--- config.mk ---
export PLATFORM = sky130hd
export DESIGN_NAME = pss_top
export DESIGN_NICKNAME = d
export VERILOG_FILES = /design/src/pss_pkg.sv /design/src/pss_top.sv
export SDC_FILE = /design/constraint.sdc
export NUM_CORES = 2
export LEC_CHECK = 0
export BUFFER_PORTS_ARGS = -buffer_cell sky130_fd_sc_hd__buf_2
export CAP_MARGIN = 20
export CORE_UTILIZATION = 45
export DETAILED_ROUTE_END_ITERATION = 8
export GPL_TIMING_DRIVEN = 0
export PLACE_DENSITY = 0.57
export SYNTH_ARGS = -nofsm -noshare
export SYNTH_HDL_FRONTEND = slang
export SYNTH_SLANG_ARGS = --single-unit
--- constraint.sdc ---
create_clock -name CLK_I -period 171.8 [get_ports CLK_I]
set_input_delay 25.77 -clock CLK_I [delete_from_list [all_inputs] [get_ports CLK_I]]
set_output_delay 25.77 -clock CLK_I [all_outputs]
set_load 0.1 [all_outputs]
--- src/pss_pkg.sv ---
// package of constants for the power sequencing and soft start block
// assumes a 10 MHz core clock and settings registers reached by address
package pss_pkg;
    localparam logic [15:0] REG_OPERATION = 16'h0001;
    localparam logic [15:0] REG_ON_OFF_CFG = 16'h0002;
    localparam logic [15:0] REG_UV_LIMIT = 16'h0044;
    localparam logic [15:0] REG_TON_DLY = 16'h0060;
    localparam logic [15:0] REG_TURN_ON_RISE_TIME = 16'h0061;
    localparam logic [15:0] REG_TON_MAX = 16'h0062;
    localparam logic [15:0] REG_TOFF_DLY = 16'h0064;
    localparam logic [15:0] REG_TURN_OFF_FALL_TIME = 16'h0065;
    localparam logic [15:0] REG_TOFF_MAX = 16'h0066;
    localparam logic [15:0] REG_BASE_ADDR = 16'h00D0;
    localparam logic [15:0] REG_OV_RESP = 16'hFE4D;
    localparam logic [15:0] REG_SS_OPT = 16'hFE51;
    localparam logic [15:0] REG_STATUS = 16'hFE70;
    localparam int OP_ON_BIT = 7;
    localparam int CFG_PIN_BIT = 2;
    localparam int CFG_CMD_BIT = 3;
    localparam int CFG_ALWAYS_BIT = 4;
    localparam int OV_IGNORE_BIT = 7;
    localparam int OV_RELOAD_BIT = 6;
    localparam int OV_DEB_BIT = 5;
    localparam int PRECHARGE_BIT = 0;
    localparam logic [10:0] DELAY_MAX_MS = 11'h400;
    localparam logic [10:0] RAMP_MAX_MS = 11'h064;
    localparam logic [7:0] OV_RESP_RST = 8'h80;
    localparam logic [7:0] ON_OFF_RST = 8'h17;
    localparam int CLK_HZ = 10000000;
    localparam int TICK_US = 1000;
    localparam int TICK_CYC = CLK_HZ / 1000000 * TICK_US;
    localparam int IDLE_MS = 4;
    localparam int ERASE_MS = 35;
    localparam int OV_DEB_MS = 1;
endpackage

--- src/pss_top.sv ---
// power-up sequencing, soft start/stop ramps and supply overvoltage lockout
// assumes a settings loader handshake and synchronous register strobes
//
// How it works
// - delays 0..1024 ms, 1 ms steps
// - ramp times 0..100 ms, 1 ms steps
// - round to step, clamp to range
// - load page one after supply good
// - address from base register bits 6..2 with pin code as low bits
// - idle wait, plus 35 ms if erasing
// - after idle, start if operation enabled
// - config bit 4 low means always on
// - wait on delay then ramp reference
// - output must pass uv limit before max
// - uv limit zero disables turn-on max check
// - precharge option starts from sensed output
// - soft stop mirrors soft start
// - overvoltage handled by bits 7..5
// - ignore overvoltage while loading
// - 4 ms idle after every load
// - before first load overvoltage ignored
`timescale 1ns/10ps
module pss_top #(
    parameter int REF_W = 12
) (
    input wire logic CLK_I, // core clock
    input wire logic RST_N_I, // core power-on reset
    input wire logic SUPPLY_OK_I, // supply above lockout and core up
    input wire logic OV_I, // supply or core overvoltage
    input wire logic CTRL_I, // hardware power-on request
    input wire logic [1:0] ADDR_PIN_I, // address select pin code
    input wire logic ERASE_NEED_I, // recorder page erase pending
    input wire logic LOAD_DONE_I, // settings load finished
    input wire logic WR_I, // register write strobe
    input wire logic [15:0] ADDR_I, // register address
    input wire logic [15:0] WDATA_I, // write data
    input wire logic [REF_W-1:0] TARGET_I, // regulation reference target
    input wire logic [REF_W-1:0] SENSE_I, // sensed output voltage
    output logic LOAD_REQ_O, // request settings load
    output logic [6:0] SLAVE_ADDR_O, // resolved bus address
    output logic READY_O, // idle done
    output logic [REF_W-1:0] REF_O, // digital reference
    output logic SWITCH_O, // outputs switching
    output logic START_FAULT_O, // start or stop timeout
    output logic OV_FAULT_O, // overvoltage fault
    output logic [15:0] RDATA_O // read data
);
    typedef enum logic [8:0] {
        S_RESET = 9'h001, S_LOAD = 9'h002, S_IDLE = 9'h004,
        S_OFF = 9'h008, S_ONDLY = 9'h010, S_RISE = 9'h020,
        S_ON = 9'h040, S_OFFDLY = 9'h080, S_FALL = 9'h100
    } pss_state_t;

    typedef struct packed {
        pss_state_t st;
        logic [7:0] op, cfg, base, ovr, opt;
        logic [10:0] ton_d, ton_r, ton_m, tof_d, tof_f, tof_m;
        logic [15:0] uv;
        logic [15:0] pre;
        logic [10:0] ms;
        logic [10:0] tmax;
        logic [REF_W-1:0] ref_v, start_v;
        logic loaded, load_req, ready, sw, sf, ovf, ov_seen;
        logic [6:0] sa;
        logic [15:0] rd;
        logic [15:0] div;
        logic tick;
    } pss_reg_t;

    pss_reg_t r, next_r;
    logic tick;
    logic on_req;

    // --------------------------------------------------------------
    // helpers
    // --------------------------------------------------------------
    // values are in units of 1/4 ms; round to nearest ms and clamp
    function automatic logic [10:0] pss_ms(input logic [15:0] v,
                                           input logic [10:0] lim);
        logic [16:0] m;
        // one spare bit so a code near full scale cannot wrap past zero
        m = ({1'b0, v} + 17'h00002) >> 2;
        if (m > {6'h00, lim}) pss_ms = lim;
        else pss_ms = m[10:0];
    endfunction

    // reference at elapsed ms of a ramp of t ms between two levels
    function automatic logic [REF_W-1:0] pss_lerp(
        input logic [REF_W-1:0] a, input logic [REF_W-1:0] b,
        input logic [10:0] n, input logic [10:0] t);
        logic [REF_W+11:0] p;
        p = '0;
        if (t == 11'h000 || n >= t) pss_lerp = b;
        else if (b >= a) begin
            p = {12'h000, b - a} * n / t;
            pss_lerp = a + p[REF_W-1:0];
        end else begin
            p = {12'h000, a - b} * n / t;
            pss_lerp = a - p[REF_W-1:0];
        end
    endfunction

    // --------------------------------------------------------------
    // millisecond tick
    // --------------------------------------------------------------
    // divider lives in the state record; tick is its registered wrap pulse
    assign tick = r.tick;

    // --------------------------------------------------------------
    // power request decode
    // --------------------------------------------------------------
    always_comb begin
        on_req = 1'b1;
        if (r.cfg[pss_pkg::CFG_ALWAYS_BIT]) begin
            if (r.cfg[pss_pkg::CFG_CMD_BIT] && !r.op[pss_pkg::OP_ON_BIT])
                on_req = 1'b0;
            if (r.cfg[pss_pkg::CFG_PIN_BIT] && !CTRL_I)
                on_req = 1'b0;
        end
    end

    // --------------------------------------------------------------
    // next state
    // --------------------------------------------------------------
    always_comb begin
        next_r = r;
        next_r.load_req = 1'b0;
        next_r.tick = (r.div == 16'(pss_pkg::TICK_CYC - 1));
        next_r.div = next_r.tick ? 16'h0000 : r.div + 16'h0001;
        if (WR_I) begin
            case (ADDR_I)
                pss_pkg::REG_OPERATION: next_r.op = WDATA_I[7:0];
                pss_pkg::REG_ON_OFF_CFG: next_r.cfg = WDATA_I[7:0];
                pss_pkg::REG_UV_LIMIT: next_r.uv = WDATA_I;
                pss_pkg::REG_TON_DLY:
                    next_r.ton_d = pss_ms(WDATA_I, pss_pkg::DELAY_MAX_MS);
                pss_pkg::REG_TURN_ON_RISE_TIME:
                    next_r.ton_r = pss_ms(WDATA_I, pss_pkg::RAMP_MAX_MS);
                pss_pkg::REG_TON_MAX:
                    next_r.ton_m = pss_ms(WDATA_I, pss_pkg::DELAY_MAX_MS);
                pss_pkg::REG_TOFF_DLY:
                    next_r.tof_d = pss_ms(WDATA_I, pss_pkg::DELAY_MAX_MS);
                pss_pkg::REG_TURN_OFF_FALL_TIME:
                    next_r.tof_f = pss_ms(WDATA_I, pss_pkg::RAMP_MAX_MS);
                pss_pkg::REG_TOFF_MAX:
                    next_r.tof_m = pss_ms(WDATA_I, pss_pkg::DELAY_MAX_MS);
                pss_pkg::REG_BASE_ADDR: next_r.base = WDATA_I[7:0];
                pss_pkg::REG_OV_RESP: next_r.ovr = WDATA_I[7:0];
                pss_pkg::REG_SS_OPT: next_r.opt = WDATA_I[7:0];
                default: ;
            endcase
        end
        case (ADDR_I)
            pss_pkg::REG_OPERATION: next_r.rd = {8'h00, r.op};
            pss_pkg::REG_ON_OFF_CFG: next_r.rd = {8'h00, r.cfg};
            pss_pkg::REG_UV_LIMIT: next_r.rd = r.uv;
            pss_pkg::REG_TON_DLY: next_r.rd = {3'h0, r.ton_d, 2'h0};
            pss_pkg::REG_TURN_ON_RISE_TIME: next_r.rd = {3'h0, r.ton_r, 2'h0};
            pss_pkg::REG_TOFF_DLY: next_r.rd = {3'h0, r.tof_d, 2'h0};
            pss_pkg::REG_TURN_OFF_FALL_TIME: next_r.rd = {3'h0, r.tof_f, 2'h0};
            pss_pkg::REG_BASE_ADDR: next_r.rd = {8'h00, r.base};
            pss_pkg::REG_OV_RESP: next_r.rd = {8'h00, r.ovr};
            pss_pkg::REG_SS_OPT: next_r.rd = {8'h00, r.opt};
            pss_pkg::REG_STATUS: next_r.rd = {7'h00, r.st};
            default: next_r.rd = 16'h0000;
        endcase

        // overvoltage: ignored before first load and while loading
        if (OV_I && r.loaded && r.st != S_LOAD && !r.ovr[pss_pkg::OV_IGNORE_BIT]) begin
            if (!r.ovr[pss_pkg::OV_DEB_BIT] || r.ov_seen) begin
                next_r.ovf = 1'b1;
                next_r.sw = 1'b0;
                next_r.ready = 1'b0;
                next_r.st = r.ovr[pss_pkg::OV_RELOAD_BIT] ? S_LOAD : S_OFF;
                next_r.load_req = r.ovr[pss_pkg::OV_RELOAD_BIT];
                next_r.ref_v = '0;
            end else if (tick) next_r.ov_seen = 1'b1;
        end else begin
            next_r.ov_seen = 1'b0;
            case (r.st)
                S_RESET: if (SUPPLY_OK_I) begin
                    next_r.st = S_LOAD;
                    next_r.load_req = 1'b1;
                end
                S_LOAD: if (LOAD_DONE_I) begin
                    next_r.loaded = 1'b1;
                    next_r.sa = {r.base[6:2], ADDR_PIN_I};
                    next_r.ms = 11'(pss_pkg::IDLE_MS) +
                        (ERASE_NEED_I ? 11'(pss_pkg::ERASE_MS) : 11'h000);
                    next_r.st = S_IDLE;
                end
                // one extra tick: the divider phase is free, so counting
                // down to zero keeps the idle span at least the full count
                S_IDLE: if (tick) begin
                    if (r.ms == 11'h000) begin
                        next_r.ready = 1'b1;
                        next_r.st = S_OFF;
                    end else next_r.ms = r.ms - 11'h001;
                end
                S_OFF: if (on_req) begin
                    next_r.ms = 11'h000;
                    next_r.st = S_ONDLY;
                end
                S_ONDLY: if (!on_req) next_r.st = S_OFF;
                else if (tick) begin
                    if (r.ms >= r.ton_d) begin
                        next_r.ms = 11'h000;
                        next_r.tmax = 11'h000;
                        next_r.sw = 1'b1;
                        next_r.start_v = r.opt[pss_pkg::PRECHARGE_BIT] ?
                            SENSE_I : '0;
                        next_r.ref_v = next_r.start_v;
                        next_r.st = S_RISE;
                    end else next_r.ms = r.ms + 11'h001;
                end
                S_RISE, S_ON: begin
                    if (tick) begin
                        next_r.ms = (r.ms == 11'h7FF) ? r.ms : r.ms + 11'h001;
                        next_r.tmax = (r.tmax == 11'h7FF) ? r.tmax : r.tmax + 11'h001;
                        // precharge: the smaller remaining span still takes the full ton_r
                        next_r.ref_v = pss_lerp(r.start_v, TARGET_I, next_r.ms,
                            r.ton_r);
                        if (next_r.ref_v == TARGET_I) next_r.st = S_ON;
                    end
                    if (r.uv != 16'h0000 && {4'h0, SENSE_I} <= r.uv[REF_W-1:0] &&
                        r.tmax >= r.ton_m && r.ton_m != 11'h000) begin
                        next_r.sf = 1'b1;
                        next_r.sw = 1'b0;
                        next_r.ref_v = '0;
                        next_r.st = S_OFF;
                    end else if (!on_req) begin
                        next_r.ms = 11'h000;
                        next_r.st = S_OFFDLY;
                    end
                end
                S_OFFDLY: if (tick) begin
                    if (r.ms >= r.tof_d) begin
                        next_r.ms = 11'h000;
                        next_r.tmax = 11'h000;
                        next_r.start_v = r.ref_v;
                        next_r.st = S_FALL;
                    end else next_r.ms = r.ms + 11'h001;
                end
                S_FALL: if (tick) begin
                    next_r.ms = r.ms + 11'h001;
                    next_r.tmax = r.tmax + 11'h001;
                    next_r.ref_v = pss_lerp(r.start_v, '0, next_r.ms,
                        r.tof_f);
                    if (next_r.ref_v == '0) begin
                        next_r.sw = 1'b0;
                        next_r.st = S_OFF;
                    end else if (r.tof_m != 11'h000 && r.tmax >= r.tof_m) begin
                        next_r.sf = 1'b1;
                        next_r.sw = 1'b0;
                        next_r.ref_v = '0;
                        next_r.st = S_OFF;
                    end
                end
                default: next_r.st = S_RESET;
            endcase
        end
    end

    // --------------------------------------------------------------
    // state register
    // --------------------------------------------------------------
    always_ff @(posedge CLK_I or negedge RST_N_I) begin
        if (!RST_N_I) begin
            r <= '0;
            r.st <= S_RESET;
            r.cfg <= pss_pkg::ON_OFF_RST;
            r.ovr <= pss_pkg::OV_RESP_RST;
        end else begin
            r <= next_r;
        end
    end

    assign LOAD_REQ_O = r.load_req;
    assign SLAVE_ADDR_O = r.sa;
    assign READY_O = r.ready;
    assign REF_O = r.ref_v;
    assign SWITCH_O = r.sw;
    assign START_FAULT_O = r.sf;
    assign OV_FAULT_O = r.ovf;
    assign RDATA_O = r.rd;

    // --------------------------------------------------------------
    // checks
    // --------------------------------------------------------------
    a_no_ov_in_load: assert property (@(posedge CLK_I) disable iff (!RST_N_I)
        (r.st == S_LOAD && !$past(OV_I)) |-> !$rose(r.ovf))
        else $error("overvoltage flagged during load");
    a_clamp_delay: assert property (@(posedge CLK_I) disable iff (!RST_N_I)
        r.ton_d <= pss_pkg::DELAY_MAX_MS && r.tof_d <= pss_pkg::DELAY_MAX_MS)
        else $error("delay above range");
    a_clamp_ramp: assert property (@(posedge CLK_I) disable iff (!RST_N_I)
        r.ton_r <= pss_pkg::RAMP_MAX_MS && r.tof_f <= pss_pkg::RAMP_MAX_MS)
        else $error("ramp above range");
    a_load_after_ok: assert property (@(posedge CLK_I) disable iff (!RST_N_I)
        (r.st == S_RESET && SUPPLY_OK_I && !OV_I) |=> r.load_req)
        else $error("no load request");
    a_idle_wait: assert property (@(posedge CLK_I) disable iff (!RST_N_I)
        $rose(r.ready) |-> $past(r.st) == S_IDLE)
        else $error("ready without idle");
    a_ref_off: assert property (@(posedge CLK_I) disable iff (!RST_N_I)
        (r.st == S_OFF || r.st == S_ONDLY) |-> r.ref_v == '0)
        else $error("reference live while off");
    a_no_uv_check: assert property (@(posedge CLK_I) disable iff (!RST_N_I)
        (r.uv == 16'h0000 && r.st == S_RISE && !OV_I) |=> !$rose(r.sf))
        else $error("timeout with uv limit zero");
    a_always_on: assert property (@(posedge CLK_I) disable iff (!RST_N_I)
        (r.st == S_OFF && !r.cfg[4] && !OV_I) |=> r.st == S_ONDLY)
        else $error("always on did not start");
endmodule // pss_top
After elaboration in Yosys (flattened, before gate mapping) --
Cells that the tools add are included.
Word-level totals: flip-flop bits (word level) 224, latch bits 0, RAM bits 0, memory bits (read-only) 0, bits of input ports 66, output and inout bits 40, word-level logic and storage cells 267, memories 0
Cells by class: $add $sub $neg 13, multiply operators 4, divide/modulo/power cells 4, $lt $le $gt $ge 11, equality and inequality tests 63, shift-type cells 0, muxes and demuxes 88, bitwise logic cells 1, reductions and logical operators 55
Operators by type and width (number):
- $mux W12 | 18
- $pmux W16 S11 | 1
- $mux W9 | 19
- $mux W11 | 13
- $eq A16 B7 Y1 const B | 7
- $div A23 B11 Y24 | 4
- $mul A12 B11 Y23 | 4
- $mux W46 | 2
- $pmux W11 S7 | 1
- $pmux W9 S8 | 1
- $mux W34 | 2
- $ge A11 B11 Y1 | 6
- $eq A16 B16 Y1 const B | 3
- $sub A12 B12 Y12 | 4
- $pmux W11 S4 | 1
- $ne A3 B3 Y1 const B | 12
- $pmux W12 S3 | 1
- $mux W35 | 1
- $ne A2 B2 Y1 const B | 17
- $logic_not A11 Y1 | 3
- $reduce_and A2 Y1 | 14
- $add A12 B12 Y12 | 2
- $pmux W12 S2 | 1
- $add A11 B1 Y11 const B | 2
- other kinds (56) | 100

Depth between registers and ports, before layout --
depth after elaboration 17, gate-level depth with buffers 362, depth with buffers taken out 337

Worst setup path after synthesis --
No wires, ideal clock.
kind input to register, from input TARGET_I[2], to register r[234] (netlist name), library setup time 0.128 ns, arrival time 94.086 ns, data required time 171.672 ns, setup slack 77.587 ns, stages 343, cells stage by stage inv_1 > ha_1 > clkbuf_1 > a21o_1 > a21oi_1 > nor2_1 > nor3_1 > o21bai_1 > a21oi_1 > o21bai_1 > a21oi_1 > xnor2_1 > nand2_1 > fa_1 > fa_1 > inv_1 > fa_1 > fa_1 > [307 not listed] > mux2_2 > ha_1 > a21o_1 > a21oi_1 > o21bai_1 > a21oi_1 > o21bai_1 > a21oi_1 > o21bai_1 > a21oi_1 > o21bai_1 > a21oi_1 > xnor2_1 > xnor2_1 > xnor2_1 > nand4_1 > a211o_2 > mux2_1
Between the ends: cells in the longest elaborated chain, start to end 12, elaborated cells on any way between the ends 17
RTL lines:
- start: declaration | RTL line pss_top.sv:37 | input wire logic [REF_W-1:0] TARGET_I,
- $sub A12 B12 Y12, on equally long branches | RTL line pss_top.sv:98, pss_top.sv:95
- $mul A12 B11 Y23, on equally long branches | RTL line pss_top.sv:98, pss_top.sv:95
- $div A23 B11 Y24, on equally long branches | RTL line pss_top.sv:98, pss_top.sv:95
- $sub A12 B12 Y12 or $add A12 B12 Y12 (tied branches) | RTL line pss_top.sv:99, pss_top.sv:96
- $mux W12 | RTL line pss_top.sv:94 | else if (b >= a) begin
- $mux W12 | RTL line pss_top.sv:93 | if (t == 11'h000 || n >= t) pss_lerp = b;
- $mux W12 | RTL line pss_top.sv:217 | if (tick) begin
- $mux W12 | RTL line pss_top.sv:180 | case (r.st)
- $mux W12 | RTL line pss_top.sv:169 | if (OV_I && r.loaded && r.st != S_LOAD && !r.ovr[pss_pkg::OV_IGNORE_BIT]) begin
- $eq A12 B12 Y1 (*) | RTL line pss_top.sv:223 | if (next_r.ref_v == TARGET_I) next_r.st = S_ON;
- $ne A5 B5 Y1 (no line) (*)
- $reduce_and A14 Y1 (no line) (*)
- end signal: assignment | RTL line pss_top.sv:274 | r <= next_r;
- end: declaration | RTL line pss_top.sv:70 | pss_reg_t r, next_r;
Mark *: on every way between the ends. The rest lies on a longest branch, timed or not. The select of a mux whose other input is x is not followed. A chain may end at the register's enable or synchronous reset.

Worst setup path after layout --
Same ends and word-level chain as after synthesis.

==> run summary <==
### Synthesis
• **Gate Count Post-Synth** 10600
• **average size of a mapped cell** 7.58 sq um
• **synthesized area** 80400 sq um
• **yosys synthesis warning count** 0
• **Seq cells post-synth** 224
• **most frequently used flop master after synthesis** sky130_fd_sc_hd__dfrtp_1
• **FFs w/ async S/R, synth** 1.00
• **register area share after synthesis** 0.0698
• **number of distinct library cell variants in the gate-level netlist after synthesis** 148
• **number of synthesized flops with an enable pin** 0

### Drt
• **total via count after detailed routing** 80400
• **Antenna Violating Nets Remaining** 0
• **number of DRC markers after the initial detailed-route iteration** 5489
• **Pre-antenna DRT Iters** 7
• **vias per cell** 6.12
• **number of design rule violations left after detail routing** 0
• **post-detailed-route wirelength per cell** 20.3 um
• **total length of routed wires** 266 mm

### Hold path
• **origin of the worst min-delay path** r[46]
• **worst hold path class** reg -> reg
• **Hold Path Cell Cnt** 1
• **Hold Crit Endpoint** r[46]

### Clocking
• **CTS Root Cell** sky130_fd_sc_hd__clkbuf_16
• **Clock Path Buffers** 3
• **maximum level of the CTS H-tree** 1
• **clock net sink count** 224
• **post-CTS resize count** 0
• **CTS tree** yes
• **cts hold-fix bufs** 0
• **worst-skew pair later-pin latency** 0.55 ns
• **number of buffers inserted during clock tree synthesis** 24
• **setup repair bufs after CTS** 0
• **clock-pin transition on the worst setup and hold timing paths** 0.06 ns

### Run
• **MaxCap Viol Count** 0

### STA
• **actual slew at the worst max-slew pin** 1.16 ns
• **Hold Vio Cnt, Final** 0
• **Clock Skew** 0.0273 ns
• **total setup violations reported at the end of the flow** 0
• **Final Cycle Share** 0.638
• **final worst path period need** 109.67 ns
• **Setup TNS Final** 0 ns
• **relative max-transition margin** 0.216
• **worst setup slack after layout** 62.13 ns
• **number of max-slew violations in the final report** 0
• **RSZ-0062 raised after global routing** false
• **Achievable Freq** 9.12 MHz

### Setup path
• **arrival time reported for the critical path endpoint** 110.08 ns
• **Reg2Reg Capture Point** r[234]
• **logic depth of the worst register-to-register path** 344
• **critical path type** in -> reg
• **critical path required time** 172.20 ns
• **Largest stage delay, worst path** 0.69 ns
• **worst flop-to-flop path startpoint** r[48]
• **CP endpoint kind** register
• **reg2reg setup slack** 86.32 ns
• **master of the slowest instance on the critical path** sky130_fd_sc_hd__xnor2_1
• **startpoint kind of the worst setup timing path** input port
• **Most common cell on crit path** sky130_fd_sc_hd__o21a_1
• **Worst Path Max Fanout** 10

### GRT
• **number of global-route vias before repair** 77600
• **number of antenna violations at the first check in global routing** 5
• **all-layer global routing usage** 0.287
• **remaining global-route overflow** 0
• **maximum number of pins on one net before global-route repair** 83
• **first-pass GRT wire length** 424 mm

### Floorplanning
• **Initial Utilization** 0.455
• **number of placed I/O pins** 106
• **placement row count** 154
• **placeable core area** 177000 sq um
• **Vert. Die Dim** 425 um
• **Die Footprint** 180000 sq um
• **floorplan die width** 425 um

### Placed design
• **Buffers on Ports** 101
• **Detail Placement HPWL** 224 mm
• **pre-CTS worst setup slack** 62.51 ns
• **Placer Congestion** 0.991
• **post-placement cell count** 13100

### Status
• **status** finished clean

### Cells and area
• **Cell Count, Final, Fillers Out** 13100
• **layout cells sized above 1** 0.0774
• **Inserted Diodes** 0
• **net total in the final layout** 12400
• **layout overhead on the synthesized area** 6.11%

## registers in the layout (all words and copies together) (netlist names)
signal	flops
LOAD_REQ_O	1
SWITCH_O	1
REF_O	12
OV_FAULT_O	1
READY_O	1
SLAVE_ADDR_O	7
tick	1
r	183
RDATA_O	16
START_FAULT_O	1
## layout by cell type, fill, tap and decap left out, types with 98 or more instances in the layout
master and instances:
sky130_fd_sc_hd__and2_1 136, sky130_fd_sc_hd__a21o_1 241, sky130_fd_sc_hd__o21a_1 509, sky130_fd_sc_hd__ha_1 1210, sky130_fd_sc_hd__nor2b_1 98, sky130_fd_sc_hd__clkbuf_1 256
sky130_fd_sc_hd__o21ai_0 441, sky130_fd_sc_hd__fa_1 360, sky130_fd_sc_hd__buf_2 134, sky130_fd_sc_hd__xor2_1 187, sky130_fd_sc_hd__inv_1 700, sky130_fd_sc_hd__o31ai_1 245
sky130_fd_sc_hd__nand2b_1 116, sky130_fd_sc_hd__nand4_1 135, sky130_fd_sc_hd__dfrtp_1 218, sky130_fd_sc_hd__a21oi_1 577, sky130_fd_sc_hd__or2_2 111, sky130_fd_sc_hd__nand3_1 203
sky130_fd_sc_hd__mux2_2 245, sky130_fd_sc_hd__nor3_1 544, sky130_fd_sc_hd__xnor2_1 333, sky130_fd_sc_hd__nand2_1 1082, sky130_fd_sc_hd__nor2_1 989
## cells by family after synthesis
group                    after synthesis  share of synthesized area
adder cells (fa/ha/maj)             1573                      0.278
AO/OA/AOI/OAI                       2981                      0.260
other                                  1                  0.0000466
buffers and inverters               1071                     0.0527
flip-flops                           224                     0.0698
multiplexers                         343                     0.0471
AND/OR/NAND/NOR                     3896                      0.235
XOR/XNOR                             522                     0.0571
## synthesized netlist by cell type (98+ instances only)
cell | instances | area share
sky130_fd_sc_hd__ha_1 | 1210 | 0.19
sky130_fd_sc_hd__nand2_1 | 1082 | 0.051
sky130_fd_sc_hd__nor2_1 | 989 | 0.046
sky130_fd_sc_hd__inv_1 | 722 | 0.034
sky130_fd_sc_hd__a21oi_1 | 578 | 0.036
sky130_fd_sc_hd__nor3_1 | 546 | 0.034
sky130_fd_sc_hd__o21a_1 | 509 | 0.048
sky130_fd_sc_hd__o21ai_0 | 441 | 0.027
sky130_fd_sc_hd__fa_1 | 360 | 0.090
sky130_fd_sc_hd__xnor2_1 | 333 | 0.036
sky130_fd_sc_hd__clkbuf_1 | 248 | 0.012
sky130_fd_sc_hd__mux2_2 | 245 | 0.034
sky130_fd_sc_hd__o31ai_1 | 245 | 0.023
sky130_fd_sc_hd__a21o_1 | 241 | 0.022
sky130_fd_sc_hd__dfrtp_1 | 218 | 0.068
sky130_fd_sc_hd__nand3_1 | 203 | 0.013
sky130_fd_sc_hd__xor2_1 | 187 | 0.020
sky130_fd_sc_hd__and2_1 | 136 | 0.011
sky130_fd_sc_hd__nand4_1 | 135 | 0.011
sky130_fd_sc_hd__nand2b_1 | 116 | 0.0090
sky130_fd_sc_hd__or2_2 | 111 | 0.0086
sky130_fd_sc_hd__nor2b_1 | 98 | 0.0076
## worst max path at each step
stage                     start     end  slack, ns  cells after the start
floorplan           TARGET_I[2]  r[234]      77.59                    343
global placement    TARGET_I[2]  r[234]      63.17                    343
detailed placement  TARGET_I[2]  r[234]      62.51                    343
CTS                 TARGET_I[2]  r[234]      62.73                    344
global route        TARGET_I[2]  r[234]      55.35                    347
finish              TARGET_I[2]  r[234]      62.13                    345
## area by class of cell
type,count,area (sq um)
clock buffers,36,686
well taps,2340,2930
flip-flops and latches,224,5610
repair buffers,142,1160
clock inverters,7,88.8
plain buffers,341,1500
fillers,17800,91600
multi-input cells,9319,70600
inverters,730,2740
## layer usage
metal,GRT usage,wire length [um]
met1,0.384,121000
met2,0.493,125000
met3,0.0198,11900
met4,0.0819,8540
met5,0,13
## metrics by stage
step	area (sq um)	hold slack (ns)	util
after floorplan	80400	0.435	-
after global placement	83900	0.449	0.474
after detailed placement	84500	0.452	0.478
after CTS	85300	0.470	0.482
after global routing	85300	0.514	0.482
final	85300	0.468	0.482
## critical path: cells and delay by family
family                   cells  cell delay [ns]
AO/OA/AOI/OAI              185            42.73
AND/OR/NAND/NOR             72            15.41
adder cells (fa/ha/maj)     32            10.95
buffers and inverters       41            10.63
multiplexers                 9             2.80
XOR/XNOR                     6             1.67
Power is left out: the tool's default activity adds up to more than one toggle a clock period on the data nets, which glitch-free logic cannot reach.
